===== src/design/twr_pkg.sv =====
package twr_pkg;
  localparam int unsigned CORE_CLK_MHZ = 125;
  // timing limits of the bus in ns, then the same rounded up to core clock cycles
  localparam int unsigned SCLK_HIGH_MIN_NS = 250;
  localparam int unsigned SCLK_LOW_MIN_NS = 250;
  localparam int unsigned SETUP_MIN_NS = 100;
  localparam int unsigned EN_HOLD_MIN_NS = 250;
  localparam int unsigned SCLK_HIGH_CYC = (SCLK_HIGH_MIN_NS * CORE_CLK_MHZ + 999) / 1000;
  localparam int unsigned SCLK_LOW_CYC = (SCLK_LOW_MIN_NS * CORE_CLK_MHZ + 999) / 1000;
  localparam int unsigned SETUP_CYC = (SETUP_MIN_NS * CORE_CLK_MHZ + 999) / 1000;
  localparam int unsigned EN_HOLD_CYC = (EN_HOLD_MIN_NS * CORE_CLK_MHZ + 999) / 1000;
  localparam int unsigned LEN_8 = 8;
  localparam int unsigned LEN_16 = 16;
  localparam int unsigned LEN_24 = 24;
  localparam int unsigned CNT_W = 5;
  localparam int unsigned ADDR_W = 2;
  // address sits in the two top bits of the last byte
  localparam int unsigned ADDR_POS = 6;
  localparam int unsigned GAIN_LSB = 6;
  localparam int unsigned GAIN_W = 4;
  localparam int unsigned RSV_LSB = 2;
  localparam int unsigned RSV_W = 4;
  localparam logic [ADDR_W-1:0] ADDR_N1 = 2'h0;
  localparam logic [ADDR_W-1:0] ADDR_N2 = 2'h1;
  localparam logic [ADDR_W-1:0] ADDR_RDIV = 2'h2;
  localparam logic [ADDR_W-1:0] ADDR_R16_GAIN = 2'h3;
endpackage


===== src/design/twr_if.sv =====
`timescale 1ns/1ps
interface twr_if;
  logic frame_n;
  logic sclk;
  logic sdata;
  modport host (output frame_n, output sclk, output sdata);
  modport dev (input frame_n, input sclk, input sdata);
endinterface


===== src/design/twr_dev.sv =====
`timescale 1ns/1ps
module twr_dev
  import twr_pkg::*;
#(
  parameter int unsigned NREG = 4
) (
  input wire logic i_core_clk,
  input wire logic i_rst_n,
  input wire logic i_ce,
  twr_if.dev bus,
  output logic [LEN_8-1:0] o_reg8 [NREG],
  output logic [LEN_16-1:0] o_reg16 [NREG],
  output logic [LEN_24-1:0] o_reg24 [NREG],
  output logic [GAIN_W-1:0] o_if_gain,
  output logic o_load
);
  import twr_pkg::*;

  localparam int unsigned NPIN = 3;
  localparam int unsigned SYNC_W = 3;
  localparam int unsigned PIN_FR = 0;
  localparam int unsigned PIN_CK = 1;
  localparam int unsigned PIN_DT = 2;
  // frame idles high, clock and data low; reset to these so no false edge follows reset
  localparam logic [NPIN-1:0] PIN_IDLE = 3'h1;

  wire [NPIN-1:0] pin_raw;
  wire [NPIN-1:0] pin_lvl;
  wire [NPIN-1:0] pin_new;
  logic fr_lvl;
  logic fr_new;
  logic ck_lvl;
  logic ck_new;
  logic [CNT_W-1:0] cnt_r;
  logic [CNT_W-1:0] cnt_nxt;
  logic [LEN_24-1:0] sh_r;
  logic [LEN_24-1:0] sh_nxt;
  logic [LEN_8-1:0] reg8_r [NREG];
  logic [LEN_8-1:0] reg8_nxt [NREG];
  logic [LEN_16-1:0] reg16_r [NREG];
  logic [LEN_16-1:0] reg16_nxt [NREG];
  logic [LEN_24-1:0] reg24_r [NREG];
  logic [LEN_24-1:0] reg24_nxt [NREG];
  logic [GAIN_W-1:0] gain_r;
  logic [GAIN_W-1:0] gain_nxt;
  logic load_r;
  logic load_nxt;
  logic fr_fall;
  logic fr_rise;
  logic ck_rise;
  logic dt_val;
  logic wr8;
  logic wr16;
  logic wr24;
  logic [ADDR_W-1:0] tgt;

  // address sits in the two top bits of the last byte whatever the length
  function automatic logic [ADDR_W-1:0] addr_of(input logic [LEN_24-1:0] v);
    addr_of = v[ADDR_POS +: ADDR_W];
  endfunction

  // true when the counted edges equal the given register width
  function automatic logic len_is(input logic [CNT_W-1:0] c, input int unsigned w);
    len_is = (c == CNT_W'(w));
  endfunction

  assign pin_raw = {bus.sdata, bus.sclk, bus.frame_n};

  // per-pin filter keeps a glitch shorter than two samples from making an edge
  genvar g;
  generate
    for (g = 0; g < NPIN; g++) begin : g_sync
      logic [SYNC_W-1:0] s_r;
      logic [SYNC_W-1:0] s_nxt;
      logic lvl_r;
      logic lvl_nxt;
      always_comb begin
        s_nxt = {s_r[SYNC_W-2:0], pin_raw[g]};
        // level moves only once stages two and three agree
        lvl_nxt = (s_r[SYNC_W-2] == s_r[SYNC_W-1]) ? s_r[SYNC_W-1] : lvl_r;
      end
      always_ff @(posedge i_core_clk) begin
        if (!i_rst_n) begin
          s_r <= {SYNC_W{PIN_IDLE[g]}};
          lvl_r <= PIN_IDLE[g];
        end else if (i_ce) begin
          s_r <= s_nxt;
          lvl_r <= lvl_nxt;
        end
      end
      assign pin_lvl[g] = lvl_r;
      assign pin_new[g] = lvl_nxt;
    end
  endgenerate

  assign fr_lvl = pin_lvl[PIN_FR];
  assign fr_new = pin_new[PIN_FR];
  assign ck_lvl = pin_lvl[PIN_CK];
  assign ck_new = pin_new[PIN_CK];

  // edge and length decode, shared by the shifter, the registers and the strobe
  always_comb begin
    fr_fall = fr_lvl & ~fr_new;
    fr_rise = ~fr_lvl & fr_new;
    // only clock edges inside a frame count
    ck_rise = ~ck_lvl & ck_new & ~fr_lvl;
    dt_val = pin_lvl[PIN_DT];
    tgt = addr_of(sh_r);
    // a close with any other count writes nothing
    wr8 = fr_rise & len_is(cnt_r, LEN_8);
    wr16 = fr_rise & len_is(cnt_r, LEN_16);
    wr24 = fr_rise & len_is(cnt_r, LEN_24);
  end

  always_comb begin
    cnt_nxt = cnt_r;
    sh_nxt = sh_r;
    if (fr_fall) begin
      cnt_nxt = '0;
      sh_nxt = '0;
    end else if (ck_rise) begin
      sh_nxt = {sh_r[LEN_24-2:0], dt_val};
      // saturate so overlong frames never alias a valid length
      if (cnt_r != {CNT_W{1'b1}}) begin
        cnt_nxt = cnt_r + 1'b1;
      end
    end
  end

  always_ff @(posedge i_core_clk) begin
    if (!i_rst_n) begin
      cnt_r <= '0;
      sh_r <= '0;
    end else if (i_ce) begin
      cnt_r <= cnt_nxt;
      sh_r <= sh_nxt;
    end
  end

  // whole register at once, never partial
  always_comb begin
    reg8_nxt = reg8_r;
    reg16_nxt = reg16_r;
    reg24_nxt = reg24_r;
    if (wr8) begin
      reg8_nxt[tgt] = sh_r[LEN_8-1:0];
    end
    if (wr16) begin
      reg16_nxt[tgt] = sh_r[LEN_16-1:0];
    end
    if (wr24) begin
      reg24_nxt[tgt] = sh_r;
    end
  end

  always_ff @(posedge i_core_clk) begin
    if (!i_rst_n) begin
      for (int i = 0; i < NREG; i++) begin
        reg8_r[i] <= '0;
        reg16_r[i] <= '0;
        reg24_r[i] <= '0;
      end
    end else if (i_ce) begin
      reg8_r <= reg8_nxt;
      reg16_r <= reg16_nxt;
      reg24_r <= reg24_nxt;
    end
  end

  // gain and load strobe follow the register writes
  always_comb begin
    gain_nxt = gain_r;
    if (wr16 && tgt == ADDR_R16_GAIN) begin
      gain_nxt = sh_r[GAIN_LSB +: GAIN_W];
    end
    // held while the clock enable is low, so it spans one enabled cycle
    load_nxt = wr8 | wr16 | wr24;
  end

  always_ff @(posedge i_core_clk) begin
    if (!i_rst_n) begin
      gain_r <= '0;
      load_r <= 1'b0;
    end else if (i_ce) begin
      gain_r <= gain_nxt;
      load_r <= load_nxt;
    end
  end

  assign o_reg8 = reg8_r;
  assign o_reg16 = reg16_r;
  assign o_reg24 = reg24_r;
  assign o_if_gain = gain_r;
  assign o_load = load_r;
endmodule


===== src/flat_wrapper.sv =====
// flat-port wrapper written by rule: the top's interface ports become plain ports
module twr_dev_flat import twr_pkg::*;
#(
  parameter int unsigned NREG = 4
)
  (i_core_clk, i_rst_n, i_ce, o_reg8, o_reg16, o_reg24, o_if_gain, o_load, bus_frame_n, bus_sclk, bus_sdata);
  twr_if bus_i ();
  input wire logic i_core_clk;
  input wire logic i_rst_n;
  input wire logic i_ce;
  output logic [LEN_8-1:0] o_reg8[NREG];
  output logic [LEN_16-1:0] o_reg16[NREG];
  output logic [LEN_24-1:0] o_reg24[NREG];
  output logic [GAIN_W-1:0] o_if_gain;
  output logic o_load;
  input wire logic [$bits(bus_i.frame_n)-1:0] bus_frame_n;
  input wire logic [$bits(bus_i.sclk)-1:0] bus_sclk;
  input wire logic [$bits(bus_i.sdata)-1:0] bus_sdata;
  assign bus_i.frame_n = bus_frame_n;
  assign bus_i.sclk = bus_sclk;
  assign bus_i.sdata = bus_sdata;
  twr_dev #(.NREG(NREG)) u_core (.i_core_clk(i_core_clk), .i_rst_n(i_rst_n), .i_ce(i_ce), .bus(bus_i), .o_reg8(o_reg8), .o_reg16(o_reg16), .o_reg24(o_reg24), .o_if_gain(o_if_gain), .o_load(o_load));
endmodule

===== config.mk =====
export PLATFORM = sky130hd
export DESIGN_NAME = twr_dev_flat
export DESIGN_NICKNAME = d
export VERILOG_FILES = /design/src/design/twr_pkg.sv /design/src/design/twr_if.sv /design/src/design/twr_dev.sv /design/src/flat_wrapper.sv
export SDC_FILE = /design/constraint.sdc
export NUM_CORES = 1
export LEC_CHECK = 0
export BUFFER_PORTS_ARGS = -buffer_cell sky130_fd_sc_hd__buf_4
export CORE_ASPECT_RATIO = 1.4
export CORE_UTILIZATION = 60
export CTS_BUF_LIST = sky130_fd_sc_hd__clkbuf_2 sky130_fd_sc_hd__clkbuf_4 sky130_fd_sc_hd__clkbuf_8
export CTS_CLUSTER_DIAMETER = 60
export DETAILED_ROUTE_END_ITERATION = 10
export GPL_TIMING_DRIVEN = 0
export PLACE_DENSITY_LB_ADDON = 0.05
export SYNTH_ARGS = -nofsm -noshare
export SYNTH_HDL_FRONTEND = slang
export SYNTH_SLANG_ARGS = --single-unit

===== constraint.sdc =====
create_clock -name i_core_clk -period 5.5 [get_ports i_core_clk]
set_clock_uncertainty 0.15 [all_clocks]
set_input_delay 0.55 -clock i_core_clk [delete_from_list [all_inputs] [get_ports i_core_clk]]
set_output_delay 0.55 -clock i_core_clk [all_outputs]
set_load 0.03 [all_outputs]

==> run metrics, run 1 <==
Critical Path RT=5760 ps; initial antenna violation count=0; syn_area_per_cell=10.3 µm²; NumNets Final=1108; number of DRC violations after detailed-routing iteration 0=457; reg2reg path depth=7; GRT Util Overall=0.315; Core Util, Final=0.786; routed len/inst=18.7 µm; CP Capture Type=flip-flop; status=finished, final reports clean; Post-DP HPWL=17300 µm; Hold Buf Count CTS=0; Yosys top cell area share=0.536; minimum clock period after layout=2220 ps; CP bufs+invs=3; Levels on crit path=7; die area=15300 µm²; Clk Latency, worst-skew pair=500 ps; launching point of the worst reg2reg path=u_core.cnt_r[0]$_SDFFE_PN0P_; YS warnings=0; total CTS buffers=36; Vias/cell=5.50; routability cong.=0.844; ys async rst share=0; Synth Flop Type=dfxtp_1; Seq/Total Area, Yosys=0.536; Post-Syn Instances=860; crit path from=u_core.cnt_r[0]$_SDFFE_PN0P_; Max Buffers Root-to-Sink=3; crit path DAT=2480 ps; worst-margin pin slew=866 ps; clk slew on worst S/H paths=60 ps; #FFs+latches synth=238; crit-path cells=inv_1, ha_1, nand4bb_1, buf_4, nor4_4, buf_6, mux2i_1; final setup violation count=0; Vias=7204; std cell rows=52; setup_tns=0 ps; Num Clock Sinks=238; register-to-register setup slack=3280 ps; Final ANT Viol Nets=0; pwr dens=284 nW/µm²; relative slew slack=0.422; final hold vios=0; first-pass GRT wire length=37500 µm; DRC Markers=0; grt total ovfl=0; CORE AREA=14400 µm²; Hold WC Path Type=in -> reg; Post-CTS Setup Inserts=0; startpoint types=flip-flop; Syn-to-layout area delta=27.6%; CP max stage cell=nor4_4; fraction of final layout cells sized beyond drive strength 1=0.262; vias in the first global route=6840; Slowest Stage Delay on Critical Path=590 ps; Die Ht=146 µm; Buffers on Ports=201; crit share post-route=0.403; Setup CP Type=reg -> reg; max frequency=0.451 GHz; Ports=203; number of max-cap violations=0; synthesized cell area=8900 µm²; CTS tree=built; Die Span X=105 µm; Worst VDD drop=232 µV; LEAKAGE=4.66 nW; syn_nets=869; post-CTS sizing=0; Synth cell types=39; CP delay by family, top=simple AND/OR/NAND/NOR gates; Area contributors post-synth=dfxtp_1, mux2i_1, nand2_1; R2R Path End=u_core.o_reg16[59]$_SDFFE_PN0P_; drt total wl=24500 µm; crit path to=u_core.o_reg16[59]$_SDFFE_PN0P_; Initial Util=0.616; Final Power=3.22 mW; unrepaired setup endpoints after global routing=false; Ant. Diodes=0; largest area contributor in the netlist=dfxtp_1; Max H-tree Level=2; largest net degree at the start of global routing=11; crit path max fanout=10; number of synthesized flops with an enable pin=0; CTS root buffer=clkbuf_8; first-pass detailed-route iteration total=5; max-slew violation count=0
==> cell families after synthesis <==
family | share of synthesized area
compound gates | 0.0631
flops | 0.536
fa+ha+maj | 0.00422
buf+inv | 0.0409
simple gates | 0.153
mux | 0.204
==> worst min-delay path, stage by stage <==
cell and delay [ps]:
buf_4 80, mux2i_1 50, nand2_1 60
==> power by group <==
| part | switching, mW | internal, mW | total, mW |
|---|---|---|---|
| clock network | 0.649 | 0.788 | 1.44 |
| logic | 0.0443 | 0.0139 | 0.0582 |
| registers | 0.00169 | 1.73 | 1.73 |
==> layer usage <==
| metal | share of wire | vias up | GRT usage |
|---|---|---|---|
| li1 | - | 3412 | - |
| met1 | 0.39 | 3429 | 0.366 |
| met2 | 0.49 | 280 | 0.546 |
| met3 | 0.064 | 83 | 0.0638 |
| met4 | 0.051 | 0 | 0.164 |
| met5 | 0 | - | 0 |
==> cell type report <==
type | instances | area (µm²)
Multi-Input combinational cell | 545 | 3770
Clock buffer | 54 | 681
Buffer | 71 | 342
Inverter | 6 | 22.5
Timing Repair Buffer | 201 | 1510
Sequential cell | 238 | 4760
Clock inverter | 6 | 30.0
Tap cell | 189 | 236
Fill cell | 1016 | 3090
==> per-stage QoR <==
step / hold WS (ps) / instances / instance area, µm² / setup WS [ps]
finish: 117 / 1310 / 11400 / 3280
global route: 109 / 1310 / 11400 / 3180
floorplan: 291 / 860 / 8900 / 3610
detailed placement: 270 / 1250 / 10600 / 3110
CTS: 106 / 1310 / 11400 / 3310
global placement: 269 / 1250 / 10600 / 3120
==> registers in the layout (all words and copies together), names as in the netlist <==
| register | cells |
|---|---|
| u_core.fr_lvl | 1 |
| u_core.g_sync.s_r | 9 |
| u_core.o_reg16 | 64 |
| u_core.ck_lvl | 1 |
| u_core.o_load | 1 |
| u_core.dt_val | 1 |
| u_core.sh_r | 24 |
| u_core.o_reg24 | 96 |
| u_core.o_if_gain | 4 |
| u_core.o_reg8 | 32 |
| u_core.cnt_r | 5 |
==> cell usage after synthesis (2+ instances only) <==
cell type and n:
nor2_1 4, o211ai_1 25, nand4bb_1 3, a21oi_1 2, a21boi_0 23, nand2b_1 3
and3_1 5, nor3_1 2, a21boi_1 5, buf_6 4, inv_1 6, buf_4 8
nor3_4 5, and2_1 2, clkbuf_1 47, and3b_1 4, nor4_4 2, nand3b_1 2
o21ai_0 4, mux2i_1 181, or3_1 4, nor2b_1 6, nand2_1 206, nand4b_1 2
buf_2 12, o21a_1 13, o22ai_1 2, ha_1 3, nand3_1 28, dfxtp_1 238
==> cell usage in the layout (no fill, tap or decap), types with 2 or more instances in the layout <==
cell and n:
ha_1 3, nor3_4 5, nand2_1 206, clkbuf_8 44, nor3_1 2, a21oi_1 2
buf_6 4, buf_2 12, buf_4 209, o22ai_1 2, nand4bb_1 3, clkbuf_1 47
mux2i_1 181, inv_1 6, nor4_4 2, and2_1 2, a21boi_0 23, o21ai_0 4
a21boi_1 5, clkinv_2 6, clkbuf_4 10, nand2b_1 3, o211ai_1 25, nand4b_1 2
nand3_1 28, or3_1 4, and3b_1 4, nor2b_1 6, and3_1 5, nand3b_1 2
o21a_1 13, nor2_1 4, dfxtp_1 238
==> worst min path at each step <==
stage,slack (ps),startpoint,cells after the start,to
final,120,bus_frame_n,3,u_core.g_sync[0].s_r[0]$_SDFFE_PN1P_
after global routing,110,bus_frame_n,3,u_core.g_sync[0].s_r[0]$_SDFFE_PN1P_
after CTS,110,bus_frame_n,3,u_core.g_sync[0].s_r[0]$_SDFFE_PN1P_
after detailed placement,270,u_core.o_reg24[55]$_SDFFE_PN0P_,2,u_core.o_reg24[55]$_SDFFE_PN0P_
after global placement,270,u_core.o_reg24[55]$_SDFFE_PN0P_,2,u_core.o_reg24[55]$_SDFFE_PN0P_
after floorplan,290,u_core.g_sync[0].s_r[0]$_SDFFE_PN1P_,2,u_core.g_sync[0].s_r[0]$_SDFFE_PN1P_
No activity file was read; power rests on OpenSTA's default activity.
==> run 2, diff against run 1 <==
- ABC_AREA: unset -> 1
- CORE_UTILIZATION: 60 -> 56
- clock period: 5.5 -> 2.15 ns (I/O delays scaled with it)
==> run metrics, run 2 <==
status=finished, final reports clean; Final ANT Viol Nets=0 (unchanged); CTS tree=built; crit path from=u_core.cnt_r[0]$_SDFFE_PN0P_; Synth Area in Compound Gates=0.0852 (+0.0220); Synth Flop Type=dfxtp_1; area of the multi-input gates=3500 µm² (-7.2%); first-pass detailed-route iteration total=7 (+2); Synth top cells by count=nand2_1, dfxtp_1, nor2_1, inv_1, a21oi_1; Ant. Diodes=0 (unchanged); vias in the first global route=8652 (+26%); startpoint types=flip-flop; largest family of logic cells by synthesized area=simple AND/OR/NAND/NOR gates; first-pass GRT wire length=43300 µm (+16%); crit-path cells=inv_1, ha_1, nand3_1, nor2_4, nand3_1, buf_1, nor2_1, nor2_1; XOR/XNOR Fraction of Synth Area=0.000945 (+0.000945); Max H-tree Level=2 (unchanged); max frequency=0.498 GHz (+10%); most frequent cells in the layout=nand2_1, dfxtp_1, buf_4; Worst VDD drop=530 µV (+130%); number of max-cap violations=0 (unchanged); Post-Syn Instances=1288 (+50%); YS warnings=0 (unchanged); Hold WC Path Type=in -> reg; reg2reg path depth=8 (+1); Max Buffers Root-to-Sink=3 (unchanged); Initial Util=0.573 (-0.0428); number of DRC violations after detailed-routing iteration 0=659 (+44%); Buffers on Ports=201 (unchanged); largest net degree at the start of global routing=11 (unchanged); multiplexer share of the synthesized area=0 (-0.204); Vias/cell=5.22 (-5.0%); Setup CP Type=reg -> reg; Vias=9165 (+27%); Syn-to-layout area delta=27.7% (about the same); worst-margin pin slew=866 ps (-0.659 ps); initial antenna violation count=0 (unchanged); Seq/Total Area, Yosys=0.514 (-0.0215); crit path to=u_core.o_reg16[12]$_SDFFE_PN0P_; pwr dens=708 nW/µm² (+150%); Filler Cells Inserted=1377 (+36%); launching point of the worst reg2reg path=u_core.cnt_r[0]$_SDFFE_PN0P_; NumNets Final=1542 (+39%); GRT Util Overall=0.316 (+0.00138); Die Ht=154 µm (+5.6%); FF+latch area=4760 µm² (unchanged); CP Capture Type=flip-flop; std cell rows=55 (+5.8%); CTS root buffer=clkbuf_8; setup_tns=0 ps (unchanged); LEAKAGE=5.74 nW (+23%); Critical Path RT=2390 ps (-3370 ps); most common cell after layout, fill and taps aside=nand2_1; Min Hold Slack=14.9 ps (-102 ps); Post-DP HPWL=19200 µm (+11%); Num Clock Sinks=238 (unchanged); number of synthesized flops with an enable pin=0 (unchanged); placed inst area=11000 µm² (+3.6%); Area contributors post-synth=dfxtp_1, nand2_1, nor2_1; #FFs+latches synth=238 (unchanged); Die Span X=111 µm (+5.6%); drt total wl=27600 µm (+13%); grt total ovfl=0 (unchanged); Synth cell types=23 (-41%); routability cong.=0.924 (+9.5%); R2R Path End=u_core.o_reg16[12]$_SDFFE_PN0P_; Final Cell Area=11800 µm² (+4.3%); crit path DAT=2250 ps (-230 ps); Non-Filler Instances=1755 (+34%); final setup violation count=0 (unchanged); unrepaired setup endpoints after global routing=false; cell total after placement=1688 (+35%); register-to-register setup slack=140 ps (-3140 ps); fraction of final layout cells sized beyond drive strength 1=0.203 (-0.0592); max-slew violation count=0 (unchanged); syn_area_per_cell=7.20 µm² (-30%); synthesized cell area=9270 µm² (+4.2%); clk slew on worst S/H paths=70 ps (about the same); die area=17100 µm² (+11%); final hold vios=0 (unchanged); largest area contributor in the netlist=dfxtp_1; Clk Latency, worst-skew pair=510 ps (about the same); ys async rst share=0 (unchanged); Slowest Stage Delay on Critical Path=360 ps (-230 ps); crit path max fanout=10 (unchanged); count leader, synth=nand2_1; Yosys top cell area share=0.514 (-0.0215); Ports=203 (unchanged); CORE AREA=16200 µm² (+12%); total CTS buffers=35 (-2.8%); CP max stage cell=dfxtp_1; routed len/inst=15.7 µm (-16%); crit share post-route=0.935 (+0.532); Synth Area in Simple Gates=0.286 (+0.134); minimum clock period after layout=2010 ps (-207 ps); relative slew slack=0.423 (+0.000439); Largest register FFs=96 (unchanged); Core Util, Final=0.732 (-0.0541); syn_nets=1297 (+49%); adder-cell share of the synthesized area=0.00405 (-0.000170); DRC Markers=0 (unchanged)
==> run 2: changes by cell type after synthesis, sizes merged, moves of 24 or more <==
cell    change
o211ai     -24
a21oi     +121
o21ai      +28
nor2      +193
a21boi     -28
mux2i     -181
nand4      +78
nand2     +124
inv       +152
==> run 2: kinds of logic (layout without fill, tap and decap cells) <==
group / after synthesis / count (layout)
AOI/OAI and AO/OA: 157 / 157
xor gates and xnor gates: 1 / 1
adders and majority gates: 3 / 3
buffers and inverters: 255 / 523
DFF: 238 / 238
and+or+nand+nor: 634 / 634
==> run 2: report_power, final <==
part / switching, mW / internal [mW] / total, mW / leakage, nW
registers: 0.0108 / 4.42 / 4.43 / 1.92
clock network: 1.64 / 2.09 / 3.73 / 0.389
logic: 0.164 / 0.0472 / 0.211 / 3.43
total: 1.82 / 6.56 / 8.38 / 5.74
==> run 2: worst min-delay path by stage <==
stage               slack, ps                              endpoint  cells after the start                             from
global placement          280       u_core.o_reg24[55]$_SDFFE_PN0P_                      2  u_core.o_reg24[55]$_SDFFE_PN0P_
CTS                         4       u_core.o_reg24[33]$_SDFFE_PN0P_                      5                             i_ce
global route               20       u_core.o_reg24[33]$_SDFFE_PN0P_                      5                             i_ce
detailed placement        280       u_core.o_reg24[55]$_SDFFE_PN0P_                      2  u_core.o_reg24[55]$_SDFFE_PN0P_
finish                     10       u_core.o_reg24[33]$_SDFFE_PN0P_                      5                             i_ce
floorplan                 190  u_core.g_sync[0].s_r[0]$_SDFFE_PN1P_                      2                      bus_frame_n
==> run 2: worst max-delay path, delay by kind of cell, from the launching register on <==
| family | cells | cell delay, ps |
|---|---|---|
| fa+ha+maj | 1 | 190 |
| buf+inv | 2 | 400 |
| flops | 1 | 360 |
| simple gates | 5 | 790 |
==> run 2: layer usage <==
metal / vias to the layer above / track usage / share of wire
met2: 386 / 0.558 / 0.49
met5: - / 0 / 0
met4: 0 / 0.162 / 0.045
li1: 4504 / - / -
met1: 4177 / 0.358 / 0.38
met3: 98 / 0.0686 / 0.082
==> run 2: stage by stage <==
stage / setup WS [ps] / power [mW]
final: 141 / 8.38
after global routing: 20.4 / 8.61
after CTS: 27.5 / 8.39
after detailed placement: 40.5 / 4.73
after global placement: 46.1 / 4.73
after floorplan: 463 / 4.66
==> run 2: layout make-up <==
class	instances	area share
Clock inverter	1	0.000423
Buffer	95	0.0356
Tap cell	199	0.0210
Timing Repair Buffer	208	0.134
Multi-Input combinational cell	795	0.295
Clock buffer	59	0.0607
Inverter	160	0.0507
Sequential cell	238	0.403
==> run 2: repair_timing <==
item,in CTS,in global routing
buffers inserted,0,4
resized for setup,0,9
setup endpoints to repair,0,52
hold endpoints to repair,3,0
hold buffers,3,0
==> run 3, diff against run 2 <==
- CORE_ASPECT_RATIO: 1.4 -> unset
- CTS_CLUSTER_SIZE: unset -> 25
- SETUP_SLACK_MARGIN: unset -> 0.15
==> run metrics, run 3 (same netlist as run 2, synthesis figures left out) <==
Setup WS post-layout=214 ps (+73.2 ps); Post-DP HPWL=18900 µm (-1.8%); Die Span X=131 µm (+18%); CP bufs+invs=4 (+2); status=finished, final reports clean; worst-margin pin slew=890 ps (+24.2 ps); die area=17100 µm² (about the same); max frequency=0.517 GHz (+3.8%); crit-path cells=inv_1, ha_1, nand4_1, nor2_4, buf_12, buf_4, clkbuf_4, nand4_1, a21oi_2; GRT Util Overall=0.310 (-0.00658); CP max stage cell=dfxtp_2; Buffers on Ports=201 (unchanged); CORE AREA=16000 µm² (-1.1%); pre-CTS setup slack=23.4 ps (-17.0 ps); launching point of the worst reg2reg path=u_core.cnt_r[0]$_SDFFE_PN0P_; drt total wl=27300 µm (-1.2%); Initial Util=0.579 (+0.00614); pwr dens=609 nW/µm² (-14%); Final Cell Area=11500 µm² (-2.8%); number of DRC violations after detailed-routing iteration 0=732 (+11%); Slowest Stage Delay on Critical Path=370 ps (about the same); NumNets Final=1525 (-1.1%); routed len/inst=15.7 µm (-0.31%); crit share post-route=0.900 (-0.0341); hold path start=i_rst_n; final setup violation count=0 (unchanged); WHS Path Cells=4 (-1); most frequent cells in the layout=nand2_1, dfxtp_1, buf_4; Reg power frac=0.633 (+0.104); largest net degree at the start of global routing=26 (+15); routability cong.=0.887 (-4.0%); crit path max fanout=10 (unchanged); initial antenna violation count=0 (unchanged); unrepaired setup endpoints after global routing=true; Setup CP Type=reg -> reg; first-pass GRT wire length=40600 µm (-6.3%); LEAKAGE=5.52 nW (-3.7%); Filler Cells Inserted=1368 (-0.65%); placed inst area=11000 µm² (+0.19%); reg2reg path depth=9 (+1); most common cell after layout, fill and taps aside=nand2_1; DRC Markers=0 (unchanged); Syn-to-layout area delta=24.1%; crit path from=u_core.cnt_r[0]$_SDFFE_PN0P_; cell mode on critical path=nand4_1; Min Hold Slack=220 ps (+205 ps); internal power=5.28 mW (-20%); switching share of power=0.247 (+0.0299); setup_tns=0 ps (unchanged); grt total ovfl=0 (unchanged); Vias/cell=5.18 (-0.74%); relative slew slack=0.407 (-0.0161); Max H-tree Level=1 (-1); CP delay by family, top=buffers and inverters; area of the multi-input gates=3510 µm² (+0.36%); CTS root buffer=clkbuf_8; FF+latch area=4770 µm² (about the same); Final Power=7.00 mW (-16%); CTS tree=built; Vias=9014 (-1.6%); total CTS buffers=15 (-57%); Num Clock Sinks=238 (unchanged); CP Capture Type=flip-flop; Hold WC Path Type=in -> reg; Critical Path RT=2470 ps (+80 ps); max-slew violation count=0 (unchanged); Core Util, Final=0.719 (-0.0128); cell total after placement=1705 (+1.0%); fraction of final layout cells sized beyond drive strength 1=0.190 (-0.0127); minimum clock period after layout=1940 ps (-73.2 ps); Max Buffers Root-to-Sink=3 (unchanged); Die Ht=131 µm (-15%); Largest register FFs=96 (unchanged); Clk Latency, worst-skew pair=550 ps (+40 ps); hold path endpoint=u_core.o_reg24[47]$_SDFFE_PN0P_; R2R Path End=u_core.o_reg24[85]$_SDFFE_PN0P_; register-to-register setup slack=210 ps (+70 ps); Ports=203 (unchanged); clock share of power=0.337 (-0.109); Comb pwr share=0.030 (+0.005); Ant. Diodes=0 (unchanged); Non-Filler Instances=1739 (-0.91%); final hold vios=0 (unchanged); Worst VDD drop=557 µV (+5.1%); crit path DAT=2260 ps (about the same); std cell rows=46 (-16%); clk slew on worst S/H paths=140 ps (+70 ps); switching power=1.73 mW (-4.9%); Final ANT Viol Nets=0 (unchanged); startpoint types=flip-flop; first-pass detailed-route iteration total=6 (-1); vias in the first global route=7678 (-11%); number of max-cap violations=0 (unchanged)
-- run 3: changes by cell type in the layout (fill, tap and decap cells not counted), sizes merged --
cell / change
buf: +2
clkbuf: -42
clkinv: +1
clkinvlp: +1
dlygate4sd3: +1
inv: +4
-- run 3: power by group through the flow --
stage	combinational [mW]	sequential [mW]	clock [mW]
floorplan	0.134	4.53	0
global placement	0.198	4.53	0
detailed placement	0.199	4.53	0
CTS	0.206	4.43	2.36
global route	0.231	4.44	2.51
finish	0.210	4.44	2.36
-- run 3: timing repair --
action | in CTS | in global routing
gates resized for setup | 5 | 22
pin swaps | 1 | 7
setup buffers | 2 | 4
hold buffers | 4 | 0
endpoints found under the setup margin | 51 | 121
endpoints found under the hold margin | 7 | 0
-- run 3: cell type report --
| type | count | area share |
|---|---|---|
| plain buffers | 95 | 0.0383 |
| clock buffers | 17 | 0.0203 |
| clock inverters | 7 | 0.00685 |
| inverters | 160 | 0.0522 |
| multi-input cells | 795 | 0.305 |
| flip-flops and latches | 238 | 0.414 |
| well taps | 216 | 0.0235 |
| repair buffers | 211 | 0.140 |
-- run 3: tightest hold or removal path, stage by stage --
cell      delay (ps)
clkbuf_1         240
clkbuf_1         270
o21ai_1          120
nor2_1            40
-- run 3: worst max path at each step --
stage / to / cells after the start
global placement: u_core.fr_lvl$_SDFFE_PN1P_ / 4
CTS: u_core.o_reg24[86]$_SDFFE_PN0P_ / 9
global route: u_core.o_reg8[20]$_SDFFE_PN0P_ / 7
floorplan: u_core.o_reg24[75]$_SDFFE_PN0P_ / 8
detailed placement: u_core.fr_lvl$_SDFFE_PN1P_ / 4
finish: u_core.o_reg24[85]$_SDFFE_PN0P_ / 9
-- run 3: per-layer routing --
layer | share of wire | track usage | up-vias
met5 | 0 | 0 | -
met4 | 0.025 | 0.0879 | 0
met3 | 0.079 | 0.0546 | 48
met1 | 0.43 | 0.419 | 4170
li1 | - | - | 4460
met2 | 0.47 | 0.508 | 336
